File: config.mk
export PLATFORM = sky130hd
export DESIGN_NAME = internal_oscillator_control
export DESIGN_NICKNAME = d
export VERILOG_FILES = /design/src/hw/osc_ctrl_pkg.sv /design/src/hw/internal_oscillator_control.sv
export SDC_FILE = /design/constraint.sdc
export NUM_CORES = 1
export LEC_CHECK = 0
export BUFFER_PORTS_ARGS = -buffer_cell sky130_fd_sc_hd__buf_2
export CAP_MARGIN = 5
export CORE_ASPECT_RATIO = 0.9
export CORE_MARGIN = 2
export CORE_UTILIZATION = 50
export DETAILED_ROUTE_END_ITERATION = 8
export MAX_ROUTING_LAYER = met4
export PLACE_DENSITY = 0.74
export SLEW_MARGIN = 15
export SYNTH_ARGS = -nofsm -noshare
export SYNTH_HDL_FRONTEND = slang
export SYNTH_SLANG_ARGS = --single-unit
export TNS_END_PERCENT = 1
File: constraint.sdc
create_clock -name pclk -period 2.71 [get_ports pclk]
set_input_delay 0.271 -clock pclk [delete_from_list [all_inputs] [get_ports pclk]]
set_output_delay 0.271 -clock pclk [all_outputs]
set_load 0.02 [all_outputs]
File: src/hw/osc_ctrl_pkg.sv
/*
  Constants for the internal oscillator control block: register map, field
  positions, reset values, frequency select codes and settling times.
  Assumes a 20 MHz APB clock and a 32-bit APB bus with byte addresses.
*/
//
// What this block does
// - A 16 MHz high-frequency source feeds a postscaler and mux chosen by the select field.
// - The high-frequency source runs when a HF setting is chosen and config is 100 or clock select is 1x.
// - The high-frequency ready flag is set while the high-frequency source runs.
// - The high-frequency locked flag is set once that source is within 2% of its final frequency.
// - The high-frequency stable flag is set once that source is within 0.5% of its final frequency.
// - A 500 kHz mid-frequency source gives six derived frequencies and shares the HF enable terms.
// - The mid-frequency ready flag is set while the mid-frequency source runs.
// - One trim value drives the shared base oscillator, so both HF and MF sources move together.
// - The trim is a 6-bit two's complement value, zero after reset, 1fh fastest and 20h slowest.
// - A trim write starts the shift at once and no flag reports that it has finished.
// - The trim never reaches the low-frequency source or its consumers.
// - An uncalibrated 31 kHz low-frequency source is selectable and clocks timer, watchdog and monitor.
// - The low-frequency source runs for select 0000-0001 with config 100 or clock select 1x, or when any consumer is on.
// - The low-frequency ready flag is set while the low-frequency source runs.
// - Logic runs from a fast start-up oscillator until the chosen source is ready (HF: stable), then switches over.

package osc_ctrl_pkg;

  // ----------------------------------------------------------------------
  // register map
  // ----------------------------------------------------------------------
  localparam logic [7:0] OSC_CONTROL_OFFSET = 8'h00;
  localparam logic [7:0] OSC_STATUS_OFFSET = 8'h04;
  localparam logic [7:0] FREQ_TRIM_OFFSET = 8'h08;

  // oscillator_control fields
  localparam int CLK_SEL_LSB = 0;
  localparam int IFS_LSB = 3;
  localparam logic [1:0] CLK_SEL_RESET = 2'h0;
  localparam logic [3:0] IFS_RESET = 4'h7;

  // oscillator_status fields
  localparam int LF_READY_BIT = 0;
  localparam int MF_READY_BIT = 1;
  localparam int HF_STABLE_BIT = 2;
  localparam int HF_LOCKED_BIT = 3;
  localparam int HF_READY_BIT = 4;

  // frequency_trim field
  localparam int TRIM_WIDTH = 6;
  localparam logic [5:0] TRIM_RESET = 6'h00;

  // oscillator config word value that selects the internal source
  localparam logic [2:0] CONFIG_INTERNAL = 3'h4;

  // select codes: 0000-0001 low, 0010-0111 mid, 1000-1111 high
  localparam logic [3:0] IFS_MF_MIN = 4'h2;
  localparam logic [3:0] IFS_MF_TOP = 4'h7;
  localparam logic [3:0] IFS_HF_TOP = 4'hf;

  // ----------------------------------------------------------------------
  // timing
  // ----------------------------------------------------------------------
  localparam int CLK_MHZ = 20;
  localparam int HF_READY_NS = 1000;
  localparam int HF_LOCK_NS = 10000;
  localparam int HF_STABLE_NS = 50000;
  localparam int MF_READY_NS = 1000;
  localparam int LF_READY_NS = 2000;
  localparam int HF_READY_CYC = (HF_READY_NS * CLK_MHZ + 999) / 1000;
  localparam int HF_LOCK_CYC = (HF_LOCK_NS * CLK_MHZ + 999) / 1000;
  localparam int HF_STABLE_CYC = (HF_STABLE_NS * CLK_MHZ + 999) / 1000;
  localparam int MF_READY_CYC = (MF_READY_NS * CLK_MHZ + 999) / 1000;
  localparam int LF_READY_CYC = (LF_READY_NS * CLK_MHZ + 999) / 1000;

  // where the system clock is taken from
  typedef enum logic [2:0] {
    ROUTE_FAST_START = 3'b000,
    ROUTE_HF = 3'b001,
    ROUTE_MF = 3'b010,
    ROUTE_LF = 3'b011,
    ROUTE_EXTERNAL = 3'b100
  } clk_route_t;

endpackage : osc_ctrl_pkg

File: src/hw/internal_oscillator_control.sv
/*
  Internal oscillator control: APB registers for source select, clock
  select and frequency trim; enables for the analog sources; settle
  timers giving ready, locked and stable flags; system clock routing.
  Assumes the consumer enables and config select are driven from pclk
  logic, and that the analog oscillators follow the enables and trim.
*/
`timescale 1ns/10ps
`default_nettype none

module internal_oscillator_control
  import osc_ctrl_pkg::*;
#(
  parameter int CNT_WIDTH = 16,
  parameter int HF_READY_COUNT = osc_ctrl_pkg::HF_READY_CYC,
  parameter int HF_LOCK_COUNT = osc_ctrl_pkg::HF_LOCK_CYC,
  parameter int HF_STABLE_COUNT = osc_ctrl_pkg::HF_STABLE_CYC,
  parameter int MF_READY_COUNT = osc_ctrl_pkg::MF_READY_CYC,
  parameter int LF_READY_COUNT = osc_ctrl_pkg::LF_READY_CYC
)
(
  // clock and reset
  input wire logic pclk,
  input wire logic presetn,
  // apb slave
  input wire logic [7:0] paddr,
  input wire logic psel,
  input wire logic penable,
  input wire logic pwrite,
  input wire logic [31:0] pwdata,
  input wire logic [3:0] pstrb,
  output logic [31:0] prdata,
  output logic pready,
  output logic pslverr,
  // configuration and consumers of the low-frequency source
  input wire logic [2:0] oscillator_config_select,
  input wire logic power_up_timer_enable,
  input wire logic watchdog_enable,
  input wire logic fail_safe_clock_monitor_enable,
  // analog source controls
  output logic high_freq_internal_source_enable,
  output logic mid_freq_internal_source_enable,
  output logic low_freq_internal_source_enable,
  output logic [5:0] base_osc_trim,
  // system clock routing
  output logic [3:0] postscale_shift,
  output osc_ctrl_pkg::clk_route_t clock_route,
  output logic fast_start_enable
);

  // ----------------------------------------------------------------------
  // elaboration checks
  // ----------------------------------------------------------------------
  localparam int CNT_MAX = (1 << CNT_WIDTH) - 1;

  generate
    if (CNT_WIDTH < 2 || CNT_WIDTH > 30)
    begin : g_bad_width
      $error("CNT_WIDTH out of range");
    end
    if (HF_READY_COUNT < 1 || HF_LOCK_COUNT < HF_READY_COUNT ||
        HF_STABLE_COUNT < HF_LOCK_COUNT || HF_STABLE_COUNT >= CNT_MAX ||
        MF_READY_COUNT < 1 || MF_READY_COUNT >= CNT_MAX ||
        LF_READY_COUNT < 1 || LF_READY_COUNT >= CNT_MAX)
    begin : g_bad_count
      $error("settle counts do not fit the counters");
    end

    // register offsets: word aligned and apart from each other
    if (OSC_CONTROL_OFFSET[1:0] != 2'h0)
    begin : g_bad_ctrl_offset
      $error("control offset not word aligned");
    end
    if (OSC_STATUS_OFFSET[1:0] != 2'h0)
    begin : g_bad_status_offset
      $error("status offset not word aligned");
    end
    if (FREQ_TRIM_OFFSET[1:0] != 2'h0)
    begin : g_bad_trim_offset
      $error("trim offset not word aligned");
    end
    if (OSC_CONTROL_OFFSET == OSC_STATUS_OFFSET)
    begin : g_dup_ctrl_status
      $error("control and status offsets coincide");
    end
    if (OSC_CONTROL_OFFSET == FREQ_TRIM_OFFSET)
    begin : g_dup_ctrl_trim
      $error("control and trim offsets coincide");
    end
    if (OSC_STATUS_OFFSET == FREQ_TRIM_OFFSET)
    begin : g_dup_status_trim
      $error("status and trim offsets coincide");
    end

    // control fields in byte 0, the only byte that pstrb[0] guards
    if (CLK_SEL_LSB < 0 || CLK_SEL_LSB + 2 > 8)
    begin : g_bad_clk_sel_pos
      $error("clock select field outside byte 0");
    end
    if (IFS_LSB < 0 || IFS_LSB + 4 > 8)
    begin : g_bad_ifs_pos
      $error("frequency select field outside byte 0");
    end
    if (CLK_SEL_LSB + 2 > IFS_LSB && IFS_LSB + 4 > CLK_SEL_LSB)
    begin : g_ctrl_overlap
      $error("control fields overlap");
    end

    // status flags inside the word, one bit each
    if (LF_READY_BIT < 0 || LF_READY_BIT > 31)
    begin : g_bad_lf_ready_pos
      $error("lf ready bit outside the word");
    end
    if (MF_READY_BIT < 0 || MF_READY_BIT > 31)
    begin : g_bad_mf_ready_pos
      $error("mf ready bit outside the word");
    end
    if (HF_STABLE_BIT < 0 || HF_STABLE_BIT > 31)
    begin : g_bad_hf_stable_pos
      $error("hf stable bit outside the word");
    end
    if (HF_LOCKED_BIT < 0 || HF_LOCKED_BIT > 31)
    begin : g_bad_hf_locked_pos
      $error("hf locked bit outside the word");
    end
    if (HF_READY_BIT < 0 || HF_READY_BIT > 31)
    begin : g_bad_hf_ready_pos
      $error("hf ready bit outside the word");
    end
    if (((64'h1 << LF_READY_BIT) | (64'h1 << MF_READY_BIT) | (64'h1 << HF_STABLE_BIT) |
        (64'h1 << HF_LOCKED_BIT) | (64'h1 << HF_READY_BIT)) !=
        ((64'h1 << LF_READY_BIT) + (64'h1 << MF_READY_BIT) + (64'h1 << HF_STABLE_BIT) +
        (64'h1 << HF_LOCKED_BIT) + (64'h1 << HF_READY_BIT)))
    begin : g_dup_status_bit
      $error("two status flags share a bit");
    end

    // trim field fills the trim output exactly
    if (TRIM_WIDTH != 6)
    begin : g_bad_trim_width
      $error("trim width does not match the trim output");
    end

    // select codes: low, then mid, then high up to the top code
    if (IFS_MF_MIN == 4'h0 || IFS_MF_MIN > IFS_MF_TOP || IFS_MF_TOP >= IFS_HF_TOP)
    begin : g_bad_select_map
      $error("select code partition out of order");
    end
    if (IFS_HF_TOP != 4'hf)
    begin : g_bad_select_top
      $error("high select range must reach the top code");
    end

    // settle times are reckoned in whole pclk cycles
    if (CLK_MHZ < 1)
    begin : g_bad_clk
      $error("pclk frequency below 1 MHz");
    end
  endgenerate

  localparam logic [CNT_WIDTH-1:0] HF_READY_C = CNT_WIDTH'(HF_READY_COUNT);
  localparam logic [CNT_WIDTH-1:0] HF_LOCK_C = CNT_WIDTH'(HF_LOCK_COUNT);
  localparam logic [CNT_WIDTH-1:0] HF_STABLE_C = CNT_WIDTH'(HF_STABLE_COUNT);
  localparam logic [CNT_WIDTH-1:0] MF_READY_C = CNT_WIDTH'(MF_READY_COUNT);
  localparam logic [CNT_WIDTH-1:0] LF_READY_C = CNT_WIDTH'(LF_READY_COUNT);
  localparam logic [CNT_WIDTH-1:0] CNT_ONES = {CNT_WIDTH{1'b1}};

  // ----------------------------------------------------------------------
  // state
  // ----------------------------------------------------------------------
  typedef struct packed {
    logic [3:0] freq_select;
    logic [1:0] clock_select;
    logic [5:0] trim;
    logic [CNT_WIDTH-1:0] hf_cnt;
    logic [CNT_WIDTH-1:0] mf_cnt;
    logic [CNT_WIDTH-1:0] lf_cnt;
    logic hf_en;
    logic mf_en;
    logic lf_en;
    logic hf_ready;
    logic hf_locked;
    logic hf_stable;
    logic mf_ready;
    logic lf_ready;
    logic [3:0] shift;
    clk_route_t route;
    logic fast_start;
    logic [31:0] rdata;
  } state_t;

  state_t state_reg;
  state_t state_next;

  // settle timer: cleared while disabled, counts up and saturates
  function automatic logic [CNT_WIDTH-1:0] settle_step(
    input logic en,
    input logic [CNT_WIDTH-1:0] cnt
  );
    if (!en)
      settle_step = '0;
    else if (cnt == CNT_ONES)
      settle_step = cnt;
    else
      settle_step = cnt + CNT_WIDTH'(1);
  endfunction : settle_step

  // ----------------------------------------------------------------------
  // next state
  // ----------------------------------------------------------------------
  always_comb
  begin
    logic internal_sel;
    logic is_lf_set;
    logic is_mf_set;
    logic is_hf_set;
    logic consumer_on;
    logic setup;
    logic access_wr;
    logic [31:0] status_word;
    logic [31:0] control_word;
    internal_sel = 1'b0;
    is_lf_set = 1'b0;
    is_mf_set = 1'b0;
    is_hf_set = 1'b0;
    consumer_on = 1'b0;
    setup = 1'b0;
    access_wr = 1'b0;
    status_word = '0;
    control_word = '0;
    state_next = state_reg;

    // register writes land in the access phase
    access_wr = psel && penable && pwrite && pstrb[0];
    if (access_wr && paddr == OSC_CONTROL_OFFSET)
    begin
      state_next.freq_select = pwdata[IFS_LSB +: 4];
      state_next.clock_select = pwdata[CLK_SEL_LSB +: 2];
    end
    if (access_wr && paddr == FREQ_TRIM_OFFSET)
    begin
      state_next.trim = pwdata[TRIM_WIDTH-1:0];
    end

    // decode the select field into source families
    is_lf_set = state_reg.freq_select < IFS_MF_MIN;
    is_mf_set = !is_lf_set && state_reg.freq_select <= IFS_MF_TOP;
    is_hf_set = state_reg.freq_select > IFS_MF_TOP;
    internal_sel = (oscillator_config_select == CONFIG_INTERNAL) || state_reg.clock_select[1];
    consumer_on = power_up_timer_enable || watchdog_enable || fail_safe_clock_monitor_enable;

    // source enables
    state_next.hf_en = is_hf_set && internal_sel;
    state_next.mf_en = is_mf_set && internal_sel;
    state_next.lf_en = (is_lf_set && internal_sel) || consumer_on;

    // settle timers follow the registered enables
    state_next.hf_cnt = settle_step(state_reg.hf_en, state_reg.hf_cnt);
    state_next.mf_cnt = settle_step(state_reg.mf_en, state_reg.mf_cnt);
    state_next.lf_cnt = settle_step(state_reg.lf_en, state_reg.lf_cnt);

    // flags drop the cycle after their enable
    state_next.hf_ready = state_reg.hf_en && state_next.hf_cnt >= HF_READY_C;
    state_next.hf_locked = state_reg.hf_en && state_next.hf_cnt >= HF_LOCK_C;
    state_next.hf_stable = state_reg.hf_en && state_next.hf_cnt >= HF_STABLE_C;
    state_next.mf_ready = state_reg.mf_en && state_next.mf_cnt >= MF_READY_C;
    state_next.lf_ready = state_reg.lf_en && state_next.lf_cnt >= LF_READY_C;

    // postscaler: each step below the top code halves the source
    if (is_hf_set)
      state_next.shift = IFS_HF_TOP - state_reg.freq_select;
    else if (is_mf_set)
      state_next.shift = IFS_MF_TOP - state_reg.freq_select;
    else
      state_next.shift = 4'h0;

    // system clock routing, fast start until the chosen source settles
    state_next.fast_start = 1'b0;
    if (!internal_sel)
      state_next.route = ROUTE_EXTERNAL;
    else if (is_hf_set && state_reg.hf_stable)
      state_next.route = ROUTE_HF;
    else if (is_mf_set && state_reg.mf_ready)
      state_next.route = ROUTE_MF;
    else if (is_lf_set && state_reg.lf_ready)
      state_next.route = ROUTE_LF;
    else
    begin
      state_next.route = ROUTE_FAST_START;
      state_next.fast_start = 1'b1;
    end

    // read data captured in the setup phase
    control_word[IFS_LSB +: 4] = state_reg.freq_select;
    control_word[CLK_SEL_LSB +: 2] = state_reg.clock_select;
    status_word[HF_READY_BIT] = state_reg.hf_ready;
    status_word[HF_LOCKED_BIT] = state_reg.hf_locked;
    status_word[HF_STABLE_BIT] = state_reg.hf_stable;
    status_word[MF_READY_BIT] = state_reg.mf_ready;
    status_word[LF_READY_BIT] = state_reg.lf_ready;
    setup = psel && !penable;
    if (setup)
    begin
      case (paddr)
        OSC_CONTROL_OFFSET:
          state_next.rdata = control_word;
        OSC_STATUS_OFFSET:
          state_next.rdata = status_word;
        FREQ_TRIM_OFFSET:
          state_next.rdata = {26'h0, state_reg.trim};
        default:
          state_next.rdata = 32'h0;
      endcase
    end
  end

  // ----------------------------------------------------------------------
  // state register
  // ----------------------------------------------------------------------
  always_ff @(posedge pclk or negedge presetn)
  begin
    if (!presetn)
    begin
      state_reg <= '0;
      state_reg.freq_select <= IFS_RESET;
      state_reg.clock_select <= CLK_SEL_RESET;
      state_reg.trim <= TRIM_RESET;
      state_reg.route <= ROUTE_FAST_START;
      state_reg.fast_start <= 1'b1;
    end
    else
    begin
      state_reg <= state_next;
    end
  end

  // ----------------------------------------------------------------------
  // outputs
  // ----------------------------------------------------------------------
  // zero wait states; unmapped addresses answer with an error
  assign pready = 1'b1;
  assign pslverr = psel && penable && !(paddr == OSC_CONTROL_OFFSET ||
    paddr == OSC_STATUS_OFFSET || paddr == FREQ_TRIM_OFFSET);
  assign prdata = state_reg.rdata;

  // one trim feeds the shared base oscillator, none goes to the low source
  assign base_osc_trim = state_reg.trim;
  assign high_freq_internal_source_enable = state_reg.hf_en;
  assign mid_freq_internal_source_enable = state_reg.mf_en;
  assign low_freq_internal_source_enable = state_reg.lf_en;
  assign postscale_shift = state_reg.shift;
  assign clock_route = state_reg.route;
  assign fast_start_enable = state_reg.fast_start;

endmodule : internal_oscillator_control

`default_nettype wire

### Word-level counts from Yosys, hierarchy flattened

Index checks and enable logic that the tools add are counted.

| word-level totals | value |
|---|---|
| flip-flop bits (word level) | 108 |
| logic and storage cells | 83 |
| output and inout port bits | 51 |

| operators by class | value |
|---|---|
| order comparisons | 8 |
| multiplexer cells | 17 |
| eq/ne operators | 6 |
| add/sub/neg operators | 5 |
| reduce and logical (&&, ||, !) cells | 29 |

Operators by type and width:

| kind | count |
|---|---|
| 2-to-1 mux 16 bit | 6 |
| adder 16 x 1 -> 16 bit (second input constant) | 3 |
| == test 16 bit (second input constant) | 3 |
| >= comparator 16 x 5 -> 1 bit (second input constant) | 2 |
| case mux 7 bit (3 select lines) | 1 |
| logical AND 1 bit | 19 |
| >= comparator 16 x 10 -> 1 bit (second input constant) | 1 |
| >= comparator 16 x 6 -> 1 bit (second input constant) | 1 |
| >= comparator 16 x 8 -> 1 bit (second input constant) | 1 |
| == test 8 x 3 -> 1 bit (second input constant) | 1 |
| == test 8 x 4 -> 1 bit (second input constant) | 1 |
| logical NOT 8 bit | 1 |
| 2-to-1 mux 4 bit | 2 |
| logical OR 1 bit | 6 |
| 2-to-1 mux 2 bit | 3 |
| > comparator 4 x 3 -> 1 bit (second input constant) | 1 |
| less-or-equal comparator 4 x 3 -> 1 bit (second input constant) | 1 |
| less-than comparator 4 x 2 -> 1 bit (second input constant) | 1 |
| 2-to-1 mux 1 bit | 4 |
| subtractor 3 x 4 -> 4 bit (first input constant) | 1 |
| subtractor 4 bit (first input constant) | 1 |
| == test 3 bit (second input constant) | 1 |
| logical NOT 1 bit | 3 |
| 2-to-1 mux 3 bit | 1 |

### Depth between registers and ports, before layout

| depth | value |
|---|---|
| depth in word-level cells | 7 |
| gate-level depth with buffers | 8 |
| mapped depth without buffers | 7 |

### Worst setup path before layout

OpenSTA, ideal clock, no wires.

| timing | value |
|---|---|
| path kind | flip-flop to flip-flop |
| start point | register state_reg[64] (netlist bit) |
| end point | register state_reg[41] (netlist bit) |
| slack | 0.316 ns |
| period minus slack after synthesis | 2.394 ns |
| arrival time | 2.256 ns |
| stages on the path, launching flop included | 8 |
| data required time | 2.571 ns |
| path through | dfrtp_1 ha_1 nand3_1 nor4b_4 mux2_4 nor4_2 a31oi_1 or4_1 |

RTL lines:

| item | line | RTL |
|---|---|---|
| start: declaration | internal_oscillator_control.sv:192 | `state_t state_reg;` |
| start signal: assignment | internal_oscillator_control.sv:333 | `state_reg <= state_next;` |

==> impl_metrics.json <==
{
  "port_buffers": 51,
  "cp_cell_sequence": "ha_2 > nand3_2 > nor4b_4 > mux2_4 > nor4_2 > a31oi_1 > or4_1",
  "post-route-util_pct": 53.92,
  "dr.first_iter.drc_count": 210,
  "routed_wl_mm": 9.937,
  "num_rows": 34,
  "fmax_mhz": 397.7,
  "cts.sinks": 83,
  "grt_pass1_vias": 3492,
  "relSlewSlack_pct": 54.60,
  "clock_skew_ps": 15.00,
  "tightest_slew_ps": 681.0,
  "synth_cell_types": 67,
  "largest_reg_flops": 59,
  "die_w_um": 107.9,
  "dr.pass1.iters": 4,
  "die_h_um": 97.52,
  "fin_tns_setup_ps": 0,
  "cpPeakStageDelay_ps": 510,
  "r2r_slack_ps": 200,
  "gp_congestion": 0.8228,
  "dr_total_vias": 3729,
  "syn_inst": 508,
  "path_class": "reg -> reg",
  "grt_usage_pct": 20.21,
  "hold_path.class": "in -> reg",
  "power.density_nw_per_um2": 467.4,
  "root_buffer": "clkbuf_8",
  "crit_fanout": 6,
  "cp-start-kind": "register",
  "period_needed_ps": 2515,
  "grt_pass1_wl_mm": 16.73,
  "worstSkewPairLatency_ps": 370,
  "hold_violations": 0,
  "power_leakage_nw": 2.365,
  "cts_tree": "built",
  "slew_violations": 0,
  "ant_nets": 0,
  "dp_hpwl_mm": 7.062,
  "nNetsFinal": 593,
  "synth-seq-area-share_pct": 42.85,
  "synth_edf_count": 0,
  "worst_path_dominant_cell_family": "simple AND/OR/NAND/NOR gates",
  "area_growth_pct": 6.232,
  "synth_area_sq_um": 4858,
  "cts_max_level": 3,
  "slowest_stage": "or4_1",
  "crit_path_end_kind": "register",
  "finalSetupViolCount": 0,
  "core_area_sq_um": 9572,
  "drive_gt1_share_pct": 20.19,
  "ys.flop_type": "dfrtp_1",
  "synth-async-reset-ratio_pct": 100.0,
  "period_share_pct": 92.80,
  "cts_buffer_depth": 2,
  "outcome": "finished, final reports clean",
  "clk_pin_slew_worst_paths_ps": 100,
  "whs_ps": 137.4,
  "grt_max_degree": 52,
  "rsz0062_at_grt": "no",
  "via_per_inst": 5.599,
  "grt_overflow": 0,
  "drcViolationCount": 0,
  "worst-path-buf-inv": 0,
  "cp_data_arrival_time_ps": 2760,
  "ys_ff_latch": 83,
  "cap_violations": 0,
  "io_pins": 106,
  "critPathRequiredTime_ps": 2960,
  "avgSynthCellArea_sq_um": 9.564,
  "cts_made_buffers": 9,
  "vdd_drop_max_mv": 0.3172,
  "ys_warn_count": 0,
  "start_util_pct": 50.76,
  "post_drt_wl_per_cell_um": 14.92,
  "post_cts_buffers": 0,
  "diodes": 0,
  "die_area_sq_um": 10520,
  "antenna_found_initial": 0
}
## metrics by stage
step	setup slack [ps]	instance area, sq um	power (mW)	instances
finish	195.3	5161	2.413	666
CTS	116.8	5154	2.438	666
global route	63.20	5161	2.533	666
floorplan	315.8	4952	1.516	533
global placement	178.2	4950	1.559	649
detailed placement	121.6	4950	1.566	649
## cells in the final DEF, fill, tap and decap left out, drive strengths merged, types with 2 or more instances in the layout
master / synthesis / layout
a311oi: 3 / 3
nor2b: 6 / 6
or2: 5 / 5
o311ai: 3 / 3
nor3b: 3 / 3
clkinv: 0 / 3
nand2b: 6 / 6
nand3: 21 / 21
nand4b: 2 / 2
mux2: 13 / 13
o21ai: 21 / 21
nor3: 12 / 12
o41ai: 2 / 2
or4: 3 / 3
ha: 3 / 3
nand2: 41 / 41
mux2i: 20 / 20
nor4: 7 / 7
a21boi: 2 / 2
and2: 16 / 16
xnor2: 13 / 13
inv: 5 / 8
nor2: 50 / 50
clkbuf: 11 / 9
dfstp: 4 / 4
nand4: 14 / 14
and4: 10 / 10
conb: 2 / 27
buf: 56 / 57
o31ai: 6 / 6
xor2: 13 / 13
a21oi: 21 / 21
a31oi: 9 / 9
dfrtp: 79 / 79
and3: 7 / 7
or3: 2 / 2
## final cells by class
type                       count  area [sq um]
inverter                       5         18.77
tap                          126         157.7
clock inverter                 7         70.07
multi-input combinational    378          2396
fill                         850          4410
timing repair buffer          58         312.8
clock buffer                   9         123.9
sequential                    83          2082
## what timing repair did
| item | in CTS | in global routing |
|---|---|---|
| hold buffers | 1 | 0 |
| resized for setup | 0 | 2 |
| hold endpoints to repair | 45 | 0 |
| endpoints found under the setup margin | 0 | 1 |
## cell families after synthesis
family	Yosys count	synth area share, %
xor+xnor	26	4.687
fa+ha+maj	3	0.7727
buf+inv	72	9.915
compound gates	79	10.43
other cells	2	0.1546
mux	33	7.211
flops	83	42.85
simple gates	210	23.98
## power breakdown
group | total, mW | switching, mW | internal (mW)
registers | 1.32 | 0.0425 | 1.28
clock network | 0.870 | 0.513 | 0.356
logic | 0.223 | 0.138 | 0.0849
total | 2.41 | 0.694 | 1.72
## synth_stat cells, drive strengths merged (13+ instances only)
cell type  instances  share of area (%)
dfrtp             79                 41
buf               56                8.7
nor2              50                3.9
nand2             41                3.2
a21oi             21                2.2
nand3             21                2.2
o21ai             21                2.2
mux2i             20                4.1
and2              16                2.1
nand4             14                2.2
mux2              13                3.1
xnor2             13                2.3
xor2              13                2.3
## per-layer routing
layer  vias up  global-route usage [%]  share of wire, %
met5         -                       -                 0
met3         9                   3.957               5.1
met1      1827                   27.68                47
met2       115                   31.06                47
met4         0                   5.030              0.73
li1       1778                       -                 -
## worst reg2reg max path, cell delays in order (launching register included)
cell	delay (ps)
dfrtp_1	440
ha_2	280
nand3_2	160
nor4b_4	330
mux2_4	340
nor4_2	240
a31oi_1	110
or4_1	510
## final timing paths
| path | from | cells after the start | end |
|---|---|---|---|
| worst min-delay path | pwdata[2] | 2 | base_osc_trim[2] |
| worst max register to register | state_reg[65] | 7 | state_reg[41] |
| worst max-delay path | state_reg[65] | 7 | state_reg[41] |
| max in group asynchronous | presetn | 3 | state_reg[66] |
| min in group asynchronous | presetn | 2 | state_reg[63] |
| worst min register to register | prdata[2] | 2 | prdata[2] |
Note: power is estimated with default switching activity, not from simulation.
